$ cat src/shared/hsc_consts.svh
// Offsets, field positions, reset values and counts of the hold-over word
`ifndef HSC_CONSTS_SVH
`define HSC_CONSTS_SVH

`define HSC_ADDR_W 5
`define HSC_WORD_W 28
`define HSC_REG_OFFSET 5'h09
`define HSC_REG_RESET 28'h0000000
`define HSC_REG_WMASK 28'hf3fffff

`define HSC_B_KEEP1 0
`define HSC_B_KEEP2 1
`define HSC_B_CP_TRI 2
`define HSC_B_LOCK_TRIG 3
`define HSC_B_REACT_LO 4
`define HSC_B_REACT_HI 5
`define HSC_B_LOCKW2 6
`define HSC_B_LOCKW3 7
`define HSC_B_REQ_POL 8
`define HSC_B_NM_BYP 9
`define HSC_B_START_BYP 10
`define HSC_B_CLK_INDEP 11
`define HSC_B_LOCK_SKIP 12
`define HSC_B_PDF_GATE 13
`define HSC_B_MPRESET 14
`define HSC_B_FB_BIAS_LO 15
`define HSC_B_FB_BIAS_HI 16
`define HSC_B_OUT_BIAS_LO 17
`define HSC_B_OUT_BIAS_HI 18
`define HSC_B_AUX_BIAS 19
`define HSC_B_AUX_OFF 20
`define HSC_B_HISWING 21
`define HSC_B_LOW_X 24
`define HSC_B_LOW_Y 25
`define HSC_B_HIGH_X 26
`define HSC_B_HIGH_Y 27

`define HSC_REACT_W 10
`define HSC_REACT_64 10'h040
`define HSC_REACT_128 10'h080
`define HSC_REACT_256 10'h100
`define HSC_REACT_512 10'h200

`define HSC_SIG_LVCMOS 2'h0
`define HSC_SIG_LVPECL 2'h1
`define HSC_SIG_OFF 2'h2
`define HSC_SIG_LVDS 2'h3

`endif

$ cat src/shared/hsc_pkg.sv
// Types shared by the hold-over configuration block
package hsc_pkg;

    typedef enum logic [1:0]
    {
        HSC_ARMED,
        HSC_ACTIVE,
        HSC_RELEASED,
        HSC_WAIT
    } hsc_keep_state_t;

endpackage

$ cat src/rtl/hsc_pin_sync.sv
// Two-stage synchroniser for a group of pin inputs
`timescale 1ns/1ps
`default_nettype none

module hsc_pin_sync #(
    parameter int WIDTH = 7
) (
    input wire logic clk_sys_i,
    input wire logic rst_n_i,
    input wire logic ce_i,
    input wire logic [WIDTH-1:0] pin_i,
    output logic [WIDTH-1:0] sync_o
);

    logic [WIDTH-1:0] meta_reg;

    // First stage is read only by the second stage
    always_ff @(posedge clk_sys_i or negedge rst_n_i)
    begin
        if (!rst_n_i)
        begin
            meta_reg <= '0;
            sync_o <= '0;
        end
        else if (ce_i)
        begin
            meta_reg <= pin_i;
            sync_o <= meta_reg;
        end
    end

endmodule

`default_nettype wire

$ cat src/rtl/hsc_cfg_reg.sv
// Hold-over, start-sync and output 9 configuration word with its effects
//
// How it works
// - Bit 0 enables first hold-over function
// - Bit 1 enables second hold-over function
// - Bit 2 three-states charge pump like pin
// - Bit 3: hold follows analog lock signal
// - Bits 5:4 pick 64/128/256/512 reactivation cycles
// - Bits 7:6 are upper lock-window bits
// - Bit 8 low inverts internal freeze/reset requests
// - Bit 9 bypasses N/M sync in gating mode
// - Bit 10 bypasses oscillator start synchronisation
// - Bit 11 ignores oscillator/auxiliary clock presence
// - Bit 12 skips waiting for first lock
// - Bit 13 gates start on phase-detector frequency
// - Bit 14 stops first-freeze presetting M divider
// - Bits 16:15 feedback divider bias reduction
// - Bits 18:17 output divider bias reduction
// - Bit 19 biases auxiliary negative pin internally
// - Bit 20 disables auxiliary input buffer
// - Bit 21 high swing for output 9
// - Bits 25:24 output 9 mode, pin low
// - Bits 27:26 output 9 mode, pin high
`timescale 1ns/1ps
`default_nettype none
`include "hsc_consts.svh"

module hsc_cfg_reg
    import hsc_pkg::*;
#(
    parameter int ADDR_W = `HSC_ADDR_W,
    parameter int WORD_W = `HSC_WORD_W
) (
    input wire logic clk_sys_i,
    input wire logic rst_n_i,
    input wire logic ce_i,
    // Serial control port, decoded word access
    input wire logic cfg_wr_i,
    input wire logic cfg_rd_i,
    input wire logic [ADDR_W-1:0] cfg_addr_i,
    input wire logic [WORD_W-1:0] cfg_wdata_i,
    output logic [WORD_W-1:0] cfg_rdata_o,
    output logic cfg_hit_o,
    // Power-up load from nonvolatile storage
    input wire logic nvm_load_i,
    input wire logic [WORD_W-1:0] nvm_data_i,
    // Pins and analog status, asynchronous to clk_sys_i
    input wire logic freeze_pin_i,
    input wire logic pll_lock_i,
    input wire logic profile_select_pin_b_i,
    input wire logic divider_gating_mode_i,
    input wire logic ref_clk_i,
    input wire logic osc_clk_i,
    input wire logic clocks_present_i,
    input wire logic pd_freq_above_i,
    // Same-domain requests and selections
    input wire logic sw_freeze_req_i,
    input wire logic sw_reset_req_i,
    input wire logic start_i,
    input wire logic feedback_path_select_i,
    input wire logic output_path_select_i,
    // Effects of the word
    output logic freq_keep_func1_active_o,
    output logic freq_keep_func2_active_o,
    output logic first_freeze_n_o,
    output logic cp_tristate_o,
    output logic [1:0] lock_window_hi_o,
    output logic sw_freeze_int_o,
    output logic sw_reset_int_o,
    output logic nm_start_sync_en_o,
    output logic nm_start_sync_bypass_o,
    output logic start_o,
    output logic sync_logic_run_o,
    output logic m_div_preset_n_o,
    output logic [1:0] feedback_divider_bias_o,
    output logic [1:0] output_divider_bias_o,
    output logic aux_neg_internal_bias_o,
    output logic aux_input_buffer_en_o,
    output logic out9_high_swing_o,
    output logic [1:0] out9_sig_mode_o
);

    ////////////////////////////////////////////////////////////////////////
    // Pin synchronisation

    localparam int NPIN = 8;

    logic [NPIN-1:0] pins_sync;
    logic freeze_pin_s;
    logic lock_s;
    logic pin_b_s;
    logic gating_s;
    logic ref_clk_s;
    logic osc_clk_s;
    logic clk_present_s;
    logic pd_above_s;

    hsc_pin_sync #(
        .WIDTH(NPIN)
    ) u_pin_sync (
        .clk_sys_i(clk_sys_i),
        .rst_n_i(rst_n_i),
        .ce_i(ce_i),
        .pin_i({pd_above_s_unused_guard(pd_freq_above_i), clocks_present_i,
            osc_clk_i, ref_clk_i, divider_gating_mode_i,
            profile_select_pin_b_i, pll_lock_i, freeze_pin_i}),
        .sync_o(pins_sync)
    );

    // Identity helper keeps the concatenation readable
    function automatic logic pd_above_s_unused_guard(input logic v);
        return v;
    endfunction

    assign freeze_pin_s = pins_sync[0];
    assign lock_s = pins_sync[1];
    assign pin_b_s = pins_sync[2];
    assign gating_s = pins_sync[3];
    assign ref_clk_s = pins_sync[4];
    assign osc_clk_s = pins_sync[5];
    assign clk_present_s = pins_sync[6];
    assign pd_above_s = pins_sync[7];

    // Edge detectors look only at synchronised levels
    logic ref_clk_d_reg;
    logic osc_clk_d_reg;
    logic lock_d_reg;
    logic ref_edge;
    logic osc_edge;
    logic lock_rise;

    always_ff @(posedge clk_sys_i or negedge rst_n_i)
    begin
        if (!rst_n_i)
        begin
            ref_clk_d_reg <= 1'b0;
            osc_clk_d_reg <= 1'b0;
            lock_d_reg <= 1'b0;
        end
        else if (ce_i)
        begin
            ref_clk_d_reg <= ref_clk_s;
            osc_clk_d_reg <= osc_clk_s;
            lock_d_reg <= lock_s;
        end
    end

    assign ref_edge = ref_clk_s & ~ref_clk_d_reg;
    assign osc_edge = osc_clk_s & ~osc_clk_d_reg;
    assign lock_rise = lock_s & ~lock_d_reg;

    ////////////////////////////////////////////////////////////////////////
    // Configuration word

    logic [WORD_W-1:0] cfg_reg;
    logic [WORD_W-1:0] cfg_next;
    logic addr_hit;

    assign addr_hit = (cfg_addr_i == ADDR_W'(`HSC_REG_OFFSET));

    // A software write in the same cycle as the load wins; the load only
    // happens at power-up, so the later intent is the software one
    always_comb
    begin
        cfg_next = cfg_reg;
        if (nvm_load_i)
        begin
            cfg_next = nvm_data_i;
        end
        if (cfg_wr_i && addr_hit)
        begin
            cfg_next = cfg_wdata_i;
        end
    end

    always_ff @(posedge clk_sys_i or negedge rst_n_i)
    begin
        if (!rst_n_i)
        begin
            cfg_reg <= WORD_W'(`HSC_REG_RESET);
        end
        else if (ce_i)
        begin
            cfg_reg <= cfg_next;
        end
    end

    // Reserved bits 23:22 are stored but read back as zero
    always_ff @(posedge clk_sys_i or negedge rst_n_i)
    begin
        if (!rst_n_i)
        begin
            cfg_rdata_o <= '0;
            cfg_hit_o <= 1'b0;
        end
        else if (ce_i)
        begin
            cfg_hit_o <= cfg_rd_i & addr_hit;
            if (cfg_rd_i && addr_hit)
            begin
                cfg_rdata_o <= cfg_reg & WORD_W'(`HSC_REG_WMASK);
            end
            else if (cfg_rd_i)
            begin
                cfg_rdata_o <= '0;
            end
        end
    end

    ////////////////////////////////////////////////////////////////////////
    // Hold-over request and reactivation

    function automatic logic [`HSC_REACT_W-1:0] react_cycles(
        input logic [1:0] code
    );
        logic [`HSC_REACT_W-1:0] n;
        n = `HSC_REACT_64;
        unique case (code)
            2'h0: n = `HSC_REACT_64;
            2'h1: n = `HSC_REACT_128;
            2'h2: n = `HSC_REACT_256;
            2'h3: n = `HSC_REACT_512;
        endcase
        return n;
    endfunction

    logic hold_req;
    logic [1:0] react_code;

    // Lock-triggered mode follows the analog lock; otherwise the pin
    assign hold_req = cfg_reg[`HSC_B_LOCK_TRIG] ? lock_s
                                                : freeze_pin_s;
    // Code is read as (bit4, bit5)
    assign react_code = {cfg_reg[`HSC_B_REACT_LO], cfg_reg[`HSC_B_REACT_HI]};

    hsc_keep_state_t keep_reg;
    logic [`HSC_REACT_W-1:0] react_cnt_reg;

    // First activation is immediate; later ones wait the chosen count
    always_ff @(posedge clk_sys_i or negedge rst_n_i)
    begin
        if (!rst_n_i)
        begin
            keep_reg <= HSC_ARMED;
        end
        else if (ce_i)
        begin
            if (!cfg_reg[`HSC_B_KEEP1])
            begin
                keep_reg <= HSC_ARMED;
            end
            else
            begin
                unique case (keep_reg)
                    HSC_ARMED:
                    begin
                        if (hold_req)
                        begin
                            keep_reg <= HSC_ACTIVE;
                        end
                    end
                    HSC_ACTIVE:
                    begin
                        if (!hold_req)
                        begin
                            keep_reg <= HSC_RELEASED;
                        end
                    end
                    HSC_RELEASED:
                    begin
                        if (hold_req)
                        begin
                            keep_reg <= HSC_WAIT;
                        end
                    end
                    HSC_WAIT:
                    begin
                        if (!hold_req)
                        begin
                            keep_reg <= HSC_RELEASED;
                        end
                        else if (ref_edge && react_cnt_reg ==
                                 react_cycles(react_code) - 1'b1)
                        begin
                            keep_reg <= HSC_ACTIVE;
                        end
                    end
                endcase
            end
        end
    end

    always_ff @(posedge clk_sys_i or negedge rst_n_i)
    begin
        if (!rst_n_i)
        begin
            react_cnt_reg <= '0;
        end
        else if (ce_i)
        begin
            if (keep_reg != HSC_WAIT)
            begin
                react_cnt_reg <= '0;
            end
            else if (ref_edge)
            begin
                react_cnt_reg <= react_cnt_reg + 1'b1;
            end
        end
    end

    ////////////////////////////////////////////////////////////////////////
    // Start synchronisation gating

    logic first_lock_seen_reg;
    logic start_osc_reg;
    logic sync_run;

    always_ff @(posedge clk_sys_i or negedge rst_n_i)
    begin
        if (!rst_n_i)
        begin
            first_lock_seen_reg <= 1'b0;
        end
        else if (ce_i && lock_rise)
        begin
            first_lock_seen_reg <= 1'b1;
        end
    end

    assign sync_run = (cfg_reg[`HSC_B_CLK_INDEP] | clk_present_s)
        & (cfg_reg[`HSC_B_LOCK_SKIP] | first_lock_seen_reg)
        & (~cfg_reg[`HSC_B_PDF_GATE] | pd_above_s);

    // Start is re-timed on oscillator edges; cost is up to one osc period
    always_ff @(posedge clk_sys_i or negedge rst_n_i)
    begin
        if (!rst_n_i)
        begin
            start_osc_reg <= 1'b0;
        end
        else if (ce_i && osc_edge)
        begin
            start_osc_reg <= start_i;
        end
    end

    ////////////////////////////////////////////////////////////////////////
    // Registered effects

    logic keep1_active;
    logic [1:0] sig_mode;

    assign keep1_active = (keep_reg == HSC_ACTIVE);
    assign sig_mode = pin_b_s
        ? {cfg_reg[`HSC_B_HIGH_X], cfg_reg[`HSC_B_HIGH_Y]}
        : {cfg_reg[`HSC_B_LOW_X], cfg_reg[`HSC_B_LOW_Y]};

    always_ff @(posedge clk_sys_i or negedge rst_n_i)
    begin
        if (!rst_n_i)
        begin
            freq_keep_func1_active_o <= 1'b0;
            freq_keep_func2_active_o <= 1'b0;
            first_freeze_n_o <= 1'b1;
            m_div_preset_n_o <= 1'b1;
            cp_tristate_o <= 1'b0;
        end
        else if (ce_i)
        begin
            freq_keep_func1_active_o <= keep1_active;
            freq_keep_func2_active_o <= cfg_reg[`HSC_B_KEEP2]
                                        & hold_req;
            first_freeze_n_o <= ~keep1_active;
            m_div_preset_n_o <= cfg_reg[`HSC_B_MPRESET]
                                | ~keep1_active;
            cp_tristate_o <= cfg_reg[`HSC_B_CP_TRI]
                             | freeze_pin_s;
        end
    end

    always_ff @(posedge clk_sys_i or negedge rst_n_i)
    begin
        if (!rst_n_i)
        begin
            sw_freeze_int_o <= 1'b0;
            sw_reset_int_o <= 1'b0;
            nm_start_sync_en_o <= 1'b0;
            nm_start_sync_bypass_o <= 1'b0;
            start_o <= 1'b0;
            sync_logic_run_o <= 1'b0;
        end
        else if (ce_i)
        begin
            sw_freeze_int_o <= sw_freeze_req_i
                               ^ ~cfg_reg[`HSC_B_REQ_POL];
            sw_reset_int_o <= sw_reset_req_i
                              ^ ~cfg_reg[`HSC_B_REQ_POL];
            nm_start_sync_en_o <= gating_s
                                  & ~cfg_reg[`HSC_B_NM_BYP];
            nm_start_sync_bypass_o <= gating_s
                                      & cfg_reg[`HSC_B_NM_BYP];
            sync_logic_run_o <= sync_run;
            start_o <= cfg_reg[`HSC_B_START_BYP] ? start_i
                       : (sync_run & start_osc_reg);
        end
    end

    always_ff @(posedge clk_sys_i or negedge rst_n_i)
    begin
        if (!rst_n_i)
        begin
            lock_window_hi_o <= 2'h0;
            feedback_divider_bias_o <= 2'h0;
            output_divider_bias_o <= 2'h0;
            aux_neg_internal_bias_o <= 1'b0;
            aux_input_buffer_en_o <= 1'b0;
            out9_high_swing_o <= 1'b0;
            out9_sig_mode_o <= `HSC_SIG_LVCMOS;
        end
        else if (ce_i)
        begin
            lock_window_hi_o <= {cfg_reg[`HSC_B_LOCKW3],
                                 cfg_reg[`HSC_B_LOCKW2]};
            feedback_divider_bias_o <= {cfg_reg[`HSC_B_FB_BIAS_HI],
                                        cfg_reg[`HSC_B_FB_BIAS_LO]};
            output_divider_bias_o <= {cfg_reg[`HSC_B_OUT_BIAS_HI],
                                      cfg_reg[`HSC_B_OUT_BIAS_LO]};
            aux_neg_internal_bias_o <= cfg_reg[`HSC_B_AUX_BIAS];
            aux_input_buffer_en_o <= ~cfg_reg[`HSC_B_AUX_OFF]
                & (feedback_path_select_i
                   | output_path_select_i);
            // Swing only matters for the differential levels
            out9_high_swing_o <= cfg_reg[`HSC_B_HISWING]
                & (sig_mode == `HSC_SIG_LVPECL
                   || sig_mode == `HSC_SIG_LVDS);
            out9_sig_mode_o <= sig_mode;
        end
    end

endmodule

`default_nettype wire

$ cat config.mk
export PLATFORM = sky130hd
export DESIGN_NAME = hsc_cfg_reg
export DESIGN_NICKNAME = d
export VERILOG_FILES = /design/src/shared/hsc_pkg.sv /design/src/rtl/hsc_pin_sync.sv /design/src/rtl/hsc_cfg_reg.sv
export VERILOG_INCLUDE_DIRS = /design/src /design/src/shared
export SDC_FILE = /design/constraint.sdc
export NUM_CORES = 1
export LEC_CHECK = 0
export ABC_AREA = 1
export BUFFER_PORTS_ARGS = -buffer_cell sky130_fd_sc_hd__buf_4
export CAP_MARGIN = 20
export CORE_ASPECT_RATIO = 0.5
export CORE_MARGIN = 5
export CORE_UTILIZATION = 52
export CTS_CLUSTER_SIZE = 24
export DETAILED_ROUTE_END_ITERATION = 6
export PLACE_DENSITY = 0.9
export SLEW_MARGIN = 40
export SYNTH_ARGS = -nofsm -noshare
export SYNTH_HDL_FRONTEND = slang
export SYNTH_SLANG_ARGS = --single-unit
export TNS_END_PERCENT = 100
$ cat constraint.sdc
create_clock -name clk_sys_i -period 1.7 [get_ports clk_sys_i]
set_input_delay 0.085 -clock clk_sys_i [delete_from_list [all_inputs] [get_ports clk_sys_i]]
set_output_delay 0.085 -clock clk_sys_i [all_outputs]
set_load 0.01 [all_outputs]
* Word level (Yosys, flattened, before mapping)
Index checks and enable logic that the tools add are counted.
** Cells by class
- Add/subtract/negate cells :: 2
- Eq/ne operators :: 15
- Mux-type cells :: 21
- Bitwise operators :: 28
- Reductions and logical operators :: 15
** Operators with widths (number)
- 2-to-1 mux 28 bit :: 4
- 2-to-1 mux 10 bit :: 6
- case mux 10 bit (4 select lines) :: 1
- 2-to-1 mux 2 bit :: 7
- AND 1 bit :: 12
- adder 10 x 1 -> 10 bit, second input constant :: 1
- == test 10 bit :: 1
- == test 2 bit, second input constant :: 5
- subtractor 10 x 1 -> 10 bit, second input constant :: 1
- inequality test 3 bit, second input constant :: 3
- inverter 1 bit :: 8
- case mux 2 bit (4 select lines) :: 1
- == test 2 x 1 -> 1 bit, second input constant :: 3
- OR 1 bit :: 6
- AND reduction 2 bit :: 3
- nonzero test 2 bit :: 3
- == test 5 x 4 -> 1 bit, second input constant :: 1
- logical AND 1 bit :: 5
- AND reduction 5 bit :: 1
- logical NOT 2 bit :: 2
- inequality test 4 bit, second input constant :: 1
- 2-to-1 mux 1 bit :: 2
- inequality test 2 bit, second input constant :: 1
- XOR 1 bit :: 2
- logical OR 1 bit :: 1
** Storage, ports and cells
- Register bits after elaboration :: 112
- Input bits :: 80
- Output and inout port bits :: 51
- Logic and storage cells :: 111

* Longest topological paths before layout
Gate-level depths: netlist of run 1.
- Depth after elaboration :: 13
- Mapped depth :: 12
- Mapped depth without buffers :: 12

* Hierarchy
From an unflattened synthesis of run 1, not the netlist that was laid out.
** Second synthesis, totals
- Cell total of the unflattened synthesis :: 579
- Area total of the unflattened synthesis :: 4839.6 um2
** By module, submodules not included
- hsc_cfg_reg :: instances 1, cells each 511, area each 4162.7 um2, seq. area each 2304.7 um2
- hsc_pin_sync :: instances 1, cells each 68, area each 676.9 um2, seq. area each 400.4 um2

* Least setup slack after synthesis of run 1
OpenSTA, ideal clock, no wires.
- Path kind :: register -> register
- Start point :: reg keep_reg[1]
- End point :: reg react_cnt_reg[7]
- Library setup time :: 123 ps
- Data arrival time :: 1275 ps
- Data required time :: 1577 ps
- Slack :: 302 ps
- Cell stages (with the launch flop) :: 9
- Buffers on the path :: 0
- Clock period less this slack :: 1398 ps
- Cell sequence :: dfrtp_1 nand2_1 nand2_1 nand2_1 nand2_1 nor2_1 nand3_1 o21ai_0 a21oi_1
** On the way
- Cells in the longest elaborated chain, start to end :: 3
- Elaborated cells between the ends (all ways) :: 4
- Those cells by class :: eq/ne (1); mux (1); reduce/logical (2)
** RTL lines
- start: declaration :: line hsc_cfg_reg.sv:236 : hsc_keep_state_t keep_reg;
- start signal: assignment :: line hsc_cfg_reg.sv:244 : keep_reg <= HSC_ARMED;
- start signal: assignment :: line hsc_cfg_reg.sv:250 : keep_reg <= HSC_ARMED;
- start signal: assignment :: line hsc_cfg_reg.sv:259 : keep_reg <= HSC_ACTIVE;
- inequality test 2 bit * :: line hsc_cfg_reg.sv:301 : if (keep_reg != HSC_WAIT)
- nonzero test 2 bit (no source line)
- AND reduction 2 bit (no source line)
- end signal: assignment :: line hsc_cfg_reg.sv:307 : react_cnt_reg <= react_cnt_reg + 1'b1;
- end: declaration :: line hsc_cfg_reg.sv:237 : logic [`HSC_REACT_W-1:0] react_cnt_reg;
Every way passes the cells marked *; elsewhere a longest branch is shown, timed or not.
A chain may end at the register's enable or synchronous reset.

* Worst setup path in the final report of run 1
- Start point :: reg react_cnt_reg[1]
- End point :: reg keep_reg[1]
** On the way
- Cells in the longest elaborated chain, start to end :: 4
** RTL lines
- == test 10 bit :: line hsc_cfg_reg.sv:282 : else if (ref_edge && react_cnt_reg ==
- logical AND 1 bit :: line hsc_cfg_reg.sv:282
- inequality test 4 bit (no source line)
- AND reduction 5 bit (no source line)
- end signal: assignment :: line hsc_cfg_reg.sv:273 : keep_reg <= HSC_WAIT;
- end signal: assignment :: line hsc_cfg_reg.sv:280 : keep_reg <= HSC_RELEASED;
- end signal: assignment :: line hsc_cfg_reg.sv:285 : keep_reg <= HSC_ACTIVE;
Every way passes these cells.

==> reports/metrics.cfg, run 1 <==
[critical_path]
cp-end-kind = flip-flop
worstPathCellList = ha_1 -> inv_1 -> nor2_1 -> nand2_1 -> nor2_1 -> nand2_1 -> nand2_1 -> nand2_1 -> nand2_1 -> nand2_1 -> nand2_1 -> nand2_1
cp_max_fo = 3
cpMostUsedCell = nand2_1
cp_data_arrival_time_ns = 1.76
cp-start-kind = flip-flop
required_ns = 1.95
crit_type = flip-flop to flip-flop
cpPeakStageDelay_ns = 0.38
cp_slowest_cell = dfrtp_1

[placement]
routabilityCongestion = 0.834
dp_hpwl_mm = 8.64
numPortBuffers = 124

[clock_tree]
cts.sinks = 108
insertion_delay_ns = 0.35
cts_tree = yes
cts_buffer_depth = 2
clkTransAtPathRegs_ns = 0.07
htree_levels = 3
cts_buffers = 9
clock_tree.root_cell = clkbuf_16

[power_and_ir_drop]
seqPwrFrac_pct = 47.3
p_clk_share_pct = 36.7
p_comb_share_pct = 16.0
p_switching_w = 0.00166
switching_share_pct = 26.3
p_leak_nw = 3.25
total_power_w = 0.00631
p_per_area_nw_per_um2 = 1010
internal_power_w = 0.00465
vdd_drop_max_v = 0.000543

[detailed_routing]
vias = 4346
ant_nets = 0
drt_first_iter_violations = 313
wire_per_inst_um = 16.5
wirelength_mm = 13.2
via_per_inst = 5.43
firstDrtPassIters = 5
drc = 0

[global_routing]
grt_max_degree = 47
use_met1_pct = 30.5
grt_util_all_layers_pct = 24.8
grt_most_used_layer = met2
antenna_found_initial = 0
grt_pass1_wl_mm = 21.6
use_met2_pct = 41.6
met3_usage_pct = 6.90
grt_pass1_vias = 4371
grt-ovfl-total = 0

[synthesis]
async_flop_share_pct = 100
synthTopCellsByCount = 170 x nand2_1, 106 x dfrtp_1, 80 x o21ai_0
yosysUniqueCellTypes = 30
synth_top_area_cell = dfrtp_1
synthCells = 542
synth_top_area_share_pct = 56.6
synth_area_leaders = dfrtp_1 57%, nand2_1 14%, o21ai_0 8.5%
synth.most_common_cell = nand2_1
syn_area_um2 = 4690
yosysSeqAreaShare_pct = 57.7
synth_edf_count = 0
synth_seq_cells = 108
syn_avg_cell_area_um2 = 8.65
ys.warnings.count = 0
synth_ff_type = dfrtp_1

[floorplan]
die-area_um2 = 11100
die_h_um = 77.1
dieWidth_um = 144
core_um2 = 8740
ioPinCount = 131
start_util_pct = 53.6
rows = 24

[sta]
skew_ns = 0.00590
setup_viol = 0
tightest_slew_ns = 0.522
rsz0062_at_grt = false
finalSetupTns_ns = 0
slew_headroom_pct = 65.2
fin_crit_sh_pct = 88.8
slew_violations = 0
min_period_ns = 1.51
fmax_mhz = 663
whs_ns = -0.000326
hold_viol_final = 1

[finish]
diodes = 0
nets = 759
area_growth_pct = 32.9
nFillCells = 556
drive_gt1_share_pct = 23.9

[run_status]
violations = hold timing
status = finished, violations left

[worst_hold_path]
hp-class = input pin to flip-flop

[job]
maxCapViolCount = 0

==> final timing paths <==
kind / start / to / slack (ns) / cells past startpoint
max: react_cnt_reg[1]$_DFFE_PN0P_ / keep_reg[1]$_DFFE_PN0P_ / 0.19 / 12
min: cfg_wdata_i[2] / cfg_reg[2]$_DFFE_PN0P_ / -0.0003 / 3
max reg2reg: react_cnt_reg[1]$_DFFE_PN0P_ / keep_reg[1]$_DFFE_PN0P_ / 0.19 / 12
min reg2reg: lock_d_reg$_DFFE_PN0P_ / first_lock_seen_reg$_DFFE_PN0P_ / 0.47 / 1
max in group asynchronous: rst_n_i / react_cnt_reg[2]$_DFFE_PN0P_ / 0.83 / 3
min in group asynchronous: rst_n_i / cfg_reg[17]$_DFFE_PN0P_ / 0.23 / 2
==> layer usage <==
layer | vias to the layer above | part of all wire, % | wire (um)
met5 | - | 0 | 0
met4 | 0 | 3.1 | 410
met3 | 45 | 6.6 | 867
li1 | 2013 | - | -
met1 | 2102 | 40 | 5300
met2 | 186 | 50 | 6590
==> worst max-delay path: cells and delay by family, from the launching register on <==
| family | cells | cell delay [ns] |
|---|---|---|
| buffers and inverters | 1 | 0.05 |
| AND/OR/NAND/NOR | 10 | 0.82 |
| adder cells (fa/ha/maj) | 1 | 0.16 |
| flip-flops | 1 | 0.38 |
==> final cells by class <==
class,count,area (um2),share of cell area [%]
flip-flops and latches,108,2710,43.4
multi-input cells,341,1600,25.8
repair buffers,149,1180,18.9
inverters,69,259,4.16
clock buffers,11,253,4.06
well taps,117,146,2.35
clock inverters,5,82.6,1.33
==> through the flow <==
stage,setup WS (ns),instances,cell area (um2),util [%]
detailed placement,0.112,775,5800,66.4
CTS,0.0962,800,6230,71.2
global route,0.00219,800,6230,71.3
floorplan,0.302,543,4690,-
global placement,0.237,775,5800,66.4
finish,0.191,800,6230,71.3
==> cells in the final DEF (no fill, tap or decap), types with 2 or more instances in the layout <==
| cell | instances |
|---|---|
| o21ai_0 | 79 |
| nor2_1 | 19 |
| nor3_1 | 2 |
| clkbuf_16 | 9 |
| dfrtp_1 | 106 |
| inv_1 | 68 |
| nand3_1 | 12 |
| bufinv_16 | 2 |
| dlygate4sd3_1 | 9 |
| conb_1 | 2 |
| nand4_1 | 5 |
| nand2_1 | 169 |
| o211ai_1 | 23 |
| a31oi_1 | 4 |
| a21oi_1 | 11 |
| clkbuf_8 | 2 |
| buf_4 | 137 |
| dfstp_2 | 2 |
| xor2_1 | 3 |
| buf_12 | 3 |
==> power groups by stage <==
stage / registers (W) / clock network, W / logic [W]
3_3_place_gp: 0.00300 / 0 / 0.000930
2_1_floorplan: 0.00304 / 0 / 0.000424
4_1_cts: 0.00298 / 0.00232 / 0.00101
3_5_place_dp: 0.00302 / 0 / 0.000969
6_report: 0.00298 / 0.00231 / 0.00101
5_1_grt: 0.00301 / 0.00243 / 0.00113
==> kinds of logic (layout without fill, tap and decap cells) <==
kind of cell | Yosys count | count (layout) | synth area share [%]
other | 1 | 2 | 0.0800
buffers and inverters | 94 | 234 | 8.20
adders and majority gates | 1 | 1 | 0.267
and+or+nand+nor | 211 | 211 | 18.0
AOI/OAI and AO/OA | 124 | 124 | 15.1
xor gates and xnor gates | 3 | 3 | 0.561
DFF | 108 | 108 | 57.7
==> timing repair <==
action                                  in CTS  in global routing
buffers inserted                             0                  0
hold endpoints to repair                    42                  0
endpoints found under the setup margin       0                  3
resized for setup                            0                  2
hold buffers                                 9                  0
(Power assumes the default switching activity.)
==> inputs of run 2 (changes only) <==
==> constraint.sdc (replaced) <==
create_clock -name clk_sys_i -period 1.7 [get_ports clk_sys_i]
set_input_delay 0 -clock clk_sys_i [delete_from_list [all_inputs] [get_ports clk_sys_i]]
set_output_delay 0 -clock clk_sys_i [all_outputs]
set_load 0.01 [all_outputs]
==> reports/metrics.cfg, run 2 (synthesized netlist as in run 1, its figures left out) <==
[finish]
nets = 798  ; was 759
seqCellArea_um2 = 2710  ; unchanged
multi_input_comb_area_um2 = 1610  ; was 1600 um2
final_common_cell = nand2_1  ; unchanged
drive_gt1_share_pct = 22.5  ; was 23.9%
nFillCells = 497  ; was 556
diodes = 0  ; unchanged
final_cell_mix = 168 x nand2_1, 135 x buf_4, 106 x dfrtp_1  ; was 169 x nand2_1, 137 x buf_4, 106 x dfrtp_1
area_growth_pct = 40.1  ; was 32.9%
fin_util_pct = 75.1  ; was 71.3%
final_area_um2 = 6570  ; was 6230 um2

[sta]
min_period_ns = 1.73  ; was 1.51 ns
skew_ns = 0.00586  ; was 0.00590 ns
whs_ns = 0.0114  ; was -0.000326 ns
fin_crit_sh_pct = 102  ; was 88.8%
slew_headroom_pct = 65.9  ; was 65.2%
fmax_mhz = 578  ; was 663 MHz
finalSetupTns_ns = -0.0304  ; was 0 ns
setup_viol = 1  ; was 0
fin_ws_ns = -0.0304  ; was 0.191 ns
hold_viol_final = 0  ; was 1
slew_violations = 0  ; unchanged
tightest_slew_ns = 0.512  ; was 0.522 ns

[detailed_routing]
drc = 0  ; unchanged
vias = 4758  ; was 4346
drt_first_iter_violations = 501  ; was 313
wirelength_mm = 15.3  ; was 13.2 mm
ant_nets = 0  ; unchanged
firstDrtPassIters = 5  ; unchanged
via_per_inst = 5.68  ; was 5.43
wire_per_inst_um = 18.3  ; was 16.5 um

[floorplan]
rows = 24  ; unchanged
start_util_pct = 53.6  ; unchanged
ioPinCount = 131  ; unchanged
dieWidth_um = 144  ; unchanged
die_h_um = 77.1  ; unchanged
core_um2 = 8740  ; unchanged
die-area_um2 = 11100  ; unchanged

[critical_path]
critPathCapture = cfg_reg[6]$_DFFE_PN0P_  ; was keep_reg[1]$_DFFE_PN0P_
critPathTopFamily = buffers and inverters  ; was simple AND/OR/NAND/NOR gates
cp_slowest_cell = dlygate4sd3_1  ; was dfrtp_1
critPathLaunch = cfg_addr_i[2]  ; was react_cnt_reg[1]$_DFFE_PN0P_
cpMostUsedCell = buf_4  ; was nand2_1
r2r_cells = 12  ; unchanged
crit_type = input pin to flip-flop  ; was flip-flop to flip-flop
cp_num_cells = 8  ; was 12
required_ns = 1.98  ; was 1.95 ns
reg2reg_slack_ns = 0.13  ; was 0.19 ns
cp-start-kind = input pin  ; was flip-flop
worstPathCellList = buf_4 -> nor3b_4 -> nand3_2 -> a21oi_4 -> buf_4 -> nor2_1 -> a31oi_1 -> dlygate4sd3_1  ; was ha_1 -> inv_1 -> nor2_1 -> nand2_1 -> nor2_1 -> nand2_1 -> nand2_1 -> nand2_1 -> nand2_1 -> nand2_1 -> nand2_1 -> nand2_1
cp-end-kind = flip-flop  ; unchanged
crit_buf_inv = 3  ; was 1
r2r-end = keep_reg[0]$_DFFE_PN0P_  ; was keep_reg[1]$_DFFE_PN0P_
cp_data_arrival_time_ns = 2.02  ; was 1.76 ns
cpPeakStageDelay_ns = 0.60  ; was 0.38 ns
r2r_start = react_cnt_reg[1]$_DFFE_PN0P_  ; unchanged
cp_max_fo = 20  ; was 3

[global_routing]
grt_pass1_wl_mm = 24.1  ; was 21.6 mm
grt_max_degree = 52  ; was 47
grt-ovfl-total = 0  ; unchanged
grt_util_all_layers_pct = 28.0  ; was 24.8%
grt_pass1_vias = 4726  ; was 4371
antenna_found_initial = 0  ; unchanged

[worst_hold_path]
hold_start = nvm_data_i[4]  ; was cfg_wdata_i[2]
hp-class = input pin to flip-flop  ; unchanged

[placement]
dp_hpwl_mm = 8.44  ; was 8.64 mm
numPortBuffers = 124  ; unchanged
routabilityCongestion = 0.821  ; was 0.834
dp_slack_ns = 0.163  ; was 0.112 ns
postPlaceCellArea_um2 = 5770  ; was 5800 um2

[clock_tree]
cts_setup_buffers = 0  ; unchanged
htree_levels = 3  ; unchanged
clock_tree.root_cell = clkbuf_16  ; unchanged
cts_buffer_depth = 2  ; unchanged
cts.sinks = 108  ; unchanged
insertion_delay_ns = 0.35  ; about the same
cts_buffers = 9  ; unchanged
clkTransAtPathRegs_ns = 0.07  ; about the same
cts_tree = yes  ; unchanged

[run_status]
status = finished, violations left  ; unchanged
violations = setup timing  ; was hold timing

[power_and_ir_drop]
p_per_area_nw_per_um2 = 932  ; was 1010 nW/um2
vdd_drop_max_v = 0.000574  ; was 0.000543 V
p_leak_nw = 3.36  ; was 3.25 nW

[job]
maxCapViolCount = 0  ; unchanged

==> run 2: repair_timing <==
| item | CTS | global route |
|---|---|---|
| endpoints found under the setup margin | 2 | 5 |
| hold endpoints to repair | 104 | 0 |
| resized for setup | 1 | 6 |
| pin swaps | 0 | 0 |
| hold buffers | 50 | 0 |
==> run 2: power by group <==
| part | leakage [nW] | switching, W | internal, W |
|---|---|---|---|
| clock network | 0.135 | 0.000904 | 0.00107 |
| logic | 1.84 | 0.000650 | 0.000509 |
| registers | 1.38 | 0.000158 | 0.00283 |
| total | 3.36 | 0.00171 | 0.00441 |
==> run 2: cell type report <==
class,count,share of cell area [%]
Clock buffer,12,3.91
Clock inverter,3,0.324
Tap cell,117,2.23
Timing Repair Buffer,188,23.8
Sequential cell,108,41.2
Inverter,69,3.94
Multi-Input combinational cell,341,24.6
==> run 2: worst reg2reg max path, stage by stage (launching register included) <==
cell and delay [ns]:
dfrtp_1 0.37, ha_1 0.14, inv_1 0.05, nor2_2 0.14
nand2_1 0.07, nor2_1 0.09, nand2_1 0.07, nand2_1 0.08
nand2_1 0.06, nand2_2 0.10, nand2_1 0.10, nand2_1 0.11
nand2_1 0.07
==> run 2: worst min-delay path by stage <==
stage	end	slack, ns	cells past startpoint
2_1_floorplan	aux_input_buffer_en_o$_DFFE_PN0P_	-0.30	0
3_3_place_gp	lock_d_reg$_DFFE_PN0P_	-0.006	1
3_5_place_dp	lock_d_reg$_DFFE_PN0P_	-0.002	1
4_1_cts	cfg_reg[19]$_DFFE_PN0P_	0.0009	5
5_1_grt	cfg_reg[4]$_DFFE_PN0P_	0.04	5
6_report	cfg_reg[4]$_DFFE_PN0P_	0.01	5
==> run 2: stage by stage <==
stage	power (W)	cells
global route	0.00636	838
detailed placement	0.00398	773
finish	0.00612	838
floorplan	0.00346	543
CTS	0.00605	838
global placement	0.00392	773
==> run 2: layer usage <==
layer	GRT usage [%]	wire length, um
met5	0	0
met4	15.3	934
met3	8.08	1340
met2	47.1	7500
met1	32.1	5530
==> inputs of run 3 (changes only) <==
--- a/config.mk
+++ b/config.mk
@@ -7,7 +7,7 @@
 export NUM_CORES = 1
 export LEC_CHECK = 0
 export ABC_AREA = 1
-export BUFFER_PORTS_ARGS = -buffer_cell sky130_fd_sc_hd__buf_4
+export BUFFER_PORTS_ARGS = -buffer_cell sky130_fd_sc_hd__buf_2
 export CAP_MARGIN = 20
 export CORE_ASPECT_RATIO = 0.5
 export CORE_MARGIN = 5
==> reports/metrics.cfg, run 3 (synthesized netlist as in run 1, its figures left out) <==
[finish]
area_growth_pct = 35.6  ; was 40.1%
final_cell_mix = 169 x nand2_1, 123 x buf_2, 106 x dfrtp_1  ; was 168 x nand2_1, 135 x buf_4, 106 x dfrtp_1
seqCellArea_um2 = 2710  ; unchanged
final_common_cell = nand2_1  ; unchanged
nFillCells = 529  ; was 497
nets = 801  ; was 798
diodes = 0  ; unchanged
drive_gt1_share_pct = 22.3  ; was 22.5%
layout.cells.non_filler = 842  ; was 838
multi_input_comb_area_um2 = 1610  ; about the same

[clock_tree]
cts_buffers = 9  ; unchanged
clkTransAtPathRegs_ns = 0.07  ; about the same
cts_buffer_depth = 2  ; unchanged
clock_tree.root_cell = clkbuf_16  ; unchanged
insertion_delay_ns = 0.36  ; was 0.35 ns
cts.sinks = 108  ; unchanged
cts_tree = yes  ; unchanged
htree_levels = 3  ; unchanged

[worst_hold_path]
hold_start = nvm_data_i[18]  ; was nvm_data_i[4]
min_path_cells = 5  ; unchanged
hold_path_end = cfg_reg[18]$_DFFE_PN0P_  ; was cfg_reg[4]$_DFFE_PN0P_
hp-class = input pin to flip-flop  ; unchanged

[sta]
fin_crit_sh_pct = 99.2  ; was 102%
setup_viol = 0  ; was 1
hold_viol_final = 0  ; unchanged
whs_ns = 0.000374  ; was 0.0114 ns
skew_ns = 0.00502  ; was 0.00586 ns
tightest_slew_ns = 0.541  ; was 0.512 ns
min_period_ns = 1.69  ; was 1.73 ns
finalSetupTns_ns = 0  ; was -0.0304 ns
slew_headroom_pct = 63.9  ; was 65.9%
fmax_mhz = 593  ; was 578 MHz
slew_violations = 0  ; unchanged

[global_routing]
antenna_found_initial = 0  ; unchanged
grt_pass1_vias = 4861  ; was 4726
grt_max_degree = 52  ; unchanged
grt_pass1_wl_mm = 23.9  ; was 24.1 mm
grt_util_all_layers_pct = 27.6  ; was 28.0%
grt-ovfl-total = 0  ; unchanged

[power_and_ir_drop]
p_per_area_nw_per_um2 = 992  ; was 932 nW/um2
internal_power_w = 0.00454  ; was 0.00441 W
vdd_drop_max_v = 0.000634  ; was 0.000574 V
seqPwrFrac_pct = 47.3  ; was 48.8%
p_clk_share_pct = 36.2  ; was 32.2%
switching_share_pct = 27.9  ; was 28.0%
p_switching_w = 0.00176  ; was 0.00171 W
p_comb_share_pct = 16.4  ; was 18.9%
p_leak_nw = 3.32  ; was 3.36 nW

[run_status]
status = finished clean  ; was finished, violations left

[floorplan]
die_h_um = 77.1  ; unchanged
die-area_um2 = 11100  ; unchanged
start_util_pct = 53.6  ; unchanged
rows = 24  ; unchanged
dieWidth_um = 144  ; unchanged
core_um2 = 8740  ; unchanged
ioPinCount = 131  ; unchanged

[placement]
place_inst = 771  ; was 773
dp_hpwl_mm = 8.34  ; was 8.44 mm
numPortBuffers = 124  ; unchanged
routabilityCongestion = 0.793  ; was 0.821

[critical_path]
cp_data_arrival_time_ns = 1.93  ; was 2.02 ns
r2r_start = react_cnt_reg[1]$_DFFE_PN0P_  ; unchanged
cp-start-kind = input pin  ; unchanged
crit_type = input pin to flip-flop  ; unchanged
r2r_cells = 12  ; unchanged
cp-end-kind = flip-flop  ; unchanged
r2r-end = keep_reg[0]$_DFFE_PN0P_  ; unchanged
cp_max_fo = 32  ; was 20
required_ns = 1.94  ; was 1.98 ns
reg2reg_slack_ns = 0.12  ; was 0.13 ns

[detailed_routing]
via_per_inst = 5.72  ; was 5.68
drc = 0  ; unchanged
drt_first_iter_violations = 684  ; was 501
ant_nets = 0  ; unchanged
wire_per_inst_um = 18.0  ; was 18.3 um
wirelength_mm = 15.2  ; was 15.3 mm
firstDrtPassIters = 6  ; was 5
vias = 4820  ; was 4758

[job]
maxCapViolCount = 0  ; unchanged

-- run 3: cell types whose count changed in the layout (fill, tap and decap cells not counted), sizes merged --
cell / before / now
clkbuf: 12 / 9
clkinvlp: 1 / 2
inv: 69 / 70
bufinv: 0 / 2
dlygate4sd3: 50 / 53
-- run 3: power by group through the flow --
stage	clock network, W	logic [W]	registers [W]
2_1_floorplan	0	0.000424	0.00304
3_3_place_gp	0	0.000824	0.00300
3_5_place_dp	0	0.000860	0.00301
4_1_cts	0.00229	0.000970	0.00296
5_1_grt	0.00240	0.00114	0.00301
6_report	0.00228	0.00104	0.00298
-- run 3: metrics by stage --
step | total power, W | setup WS [ns] | area (um2) | util [%]
floorplan | 0.00346 | 0.302 | 4690 | -
global placement | 0.00382 | 0.260 | 5460 | 62.5
detailed placement | 0.00387 | 0.143 | 5460 | 62.5
CTS | 0.00622 | 0.0978 | 6320 | 72.3
global route | 0.00655 | -0.0815 | 6360 | 72.7
finish | 0.00630 | 0.0141 | 6360 | 72.7
-- run 3: metal layers --
layer	track usage (%)	wire length, um	up-vias
li1	-	-	2090
met1	30.7	5440	2252
met2	46.5	7460	386
met3	9.94	1510	92
met4	14.5	748	0
met5	0	0	-
-- run 3: cell type report --
type,instances,share of cell area [%]
sequential,108,42.6
multi-input combinational,341,25.4
timing repair buffer,191,20.6
inverter,69,4.07
clock buffer,9,3.54
tap,117,2.30
clock inverter,7,1.54
-- run 3: critical path: stages --
cell,delay (ns)
buf_2,0.11
nor3b_4,0.33
nand3_2,0.19
a21oi_4,0.23
buf_8,0.23
o211ai_1,0.11
dlygate4sd3_1,0.57
o21ai_0,0.14
-- run 3: worst max path at each step --
stage                                           startpoint                           end  slack [ns]  cells past startpoint
final                                        cfg_addr_i[4]       cfg_reg[19]$_DFFE_PN0P_        0.01                      8
after global routing                         cfg_addr_i[4]       cfg_reg[19]$_DFFE_PN0P_       -0.08                      8
after CTS                 u_pin_sync.sync_o[1]$_DFFE_PN0P_       keep_reg[0]$_DFFE_PN0P_         0.1                      8
after detailed placement  u_pin_sync.sync_o[1]$_DFFE_PN0P_       keep_reg[0]$_DFFE_PN0P_        0.14                      8
after global placement           ref_clk_d_reg$_DFFE_PN0P_  react_cnt_reg[8]$_DFFE_PN0P_        0.26                      8
after floorplan                    keep_reg[1]$_DFFE_PN0P_  react_cnt_reg[7]$_DFFE_PN0P_        0.30                      8
-- run 3: repair_timing --
action,4_1_cts,5_1_grt
hold endpoints to repair,102,0
hold buffers,53,0
buffers inserted,0,2
gates resized for setup,0,8
endpoints found under the setup margin,0,13
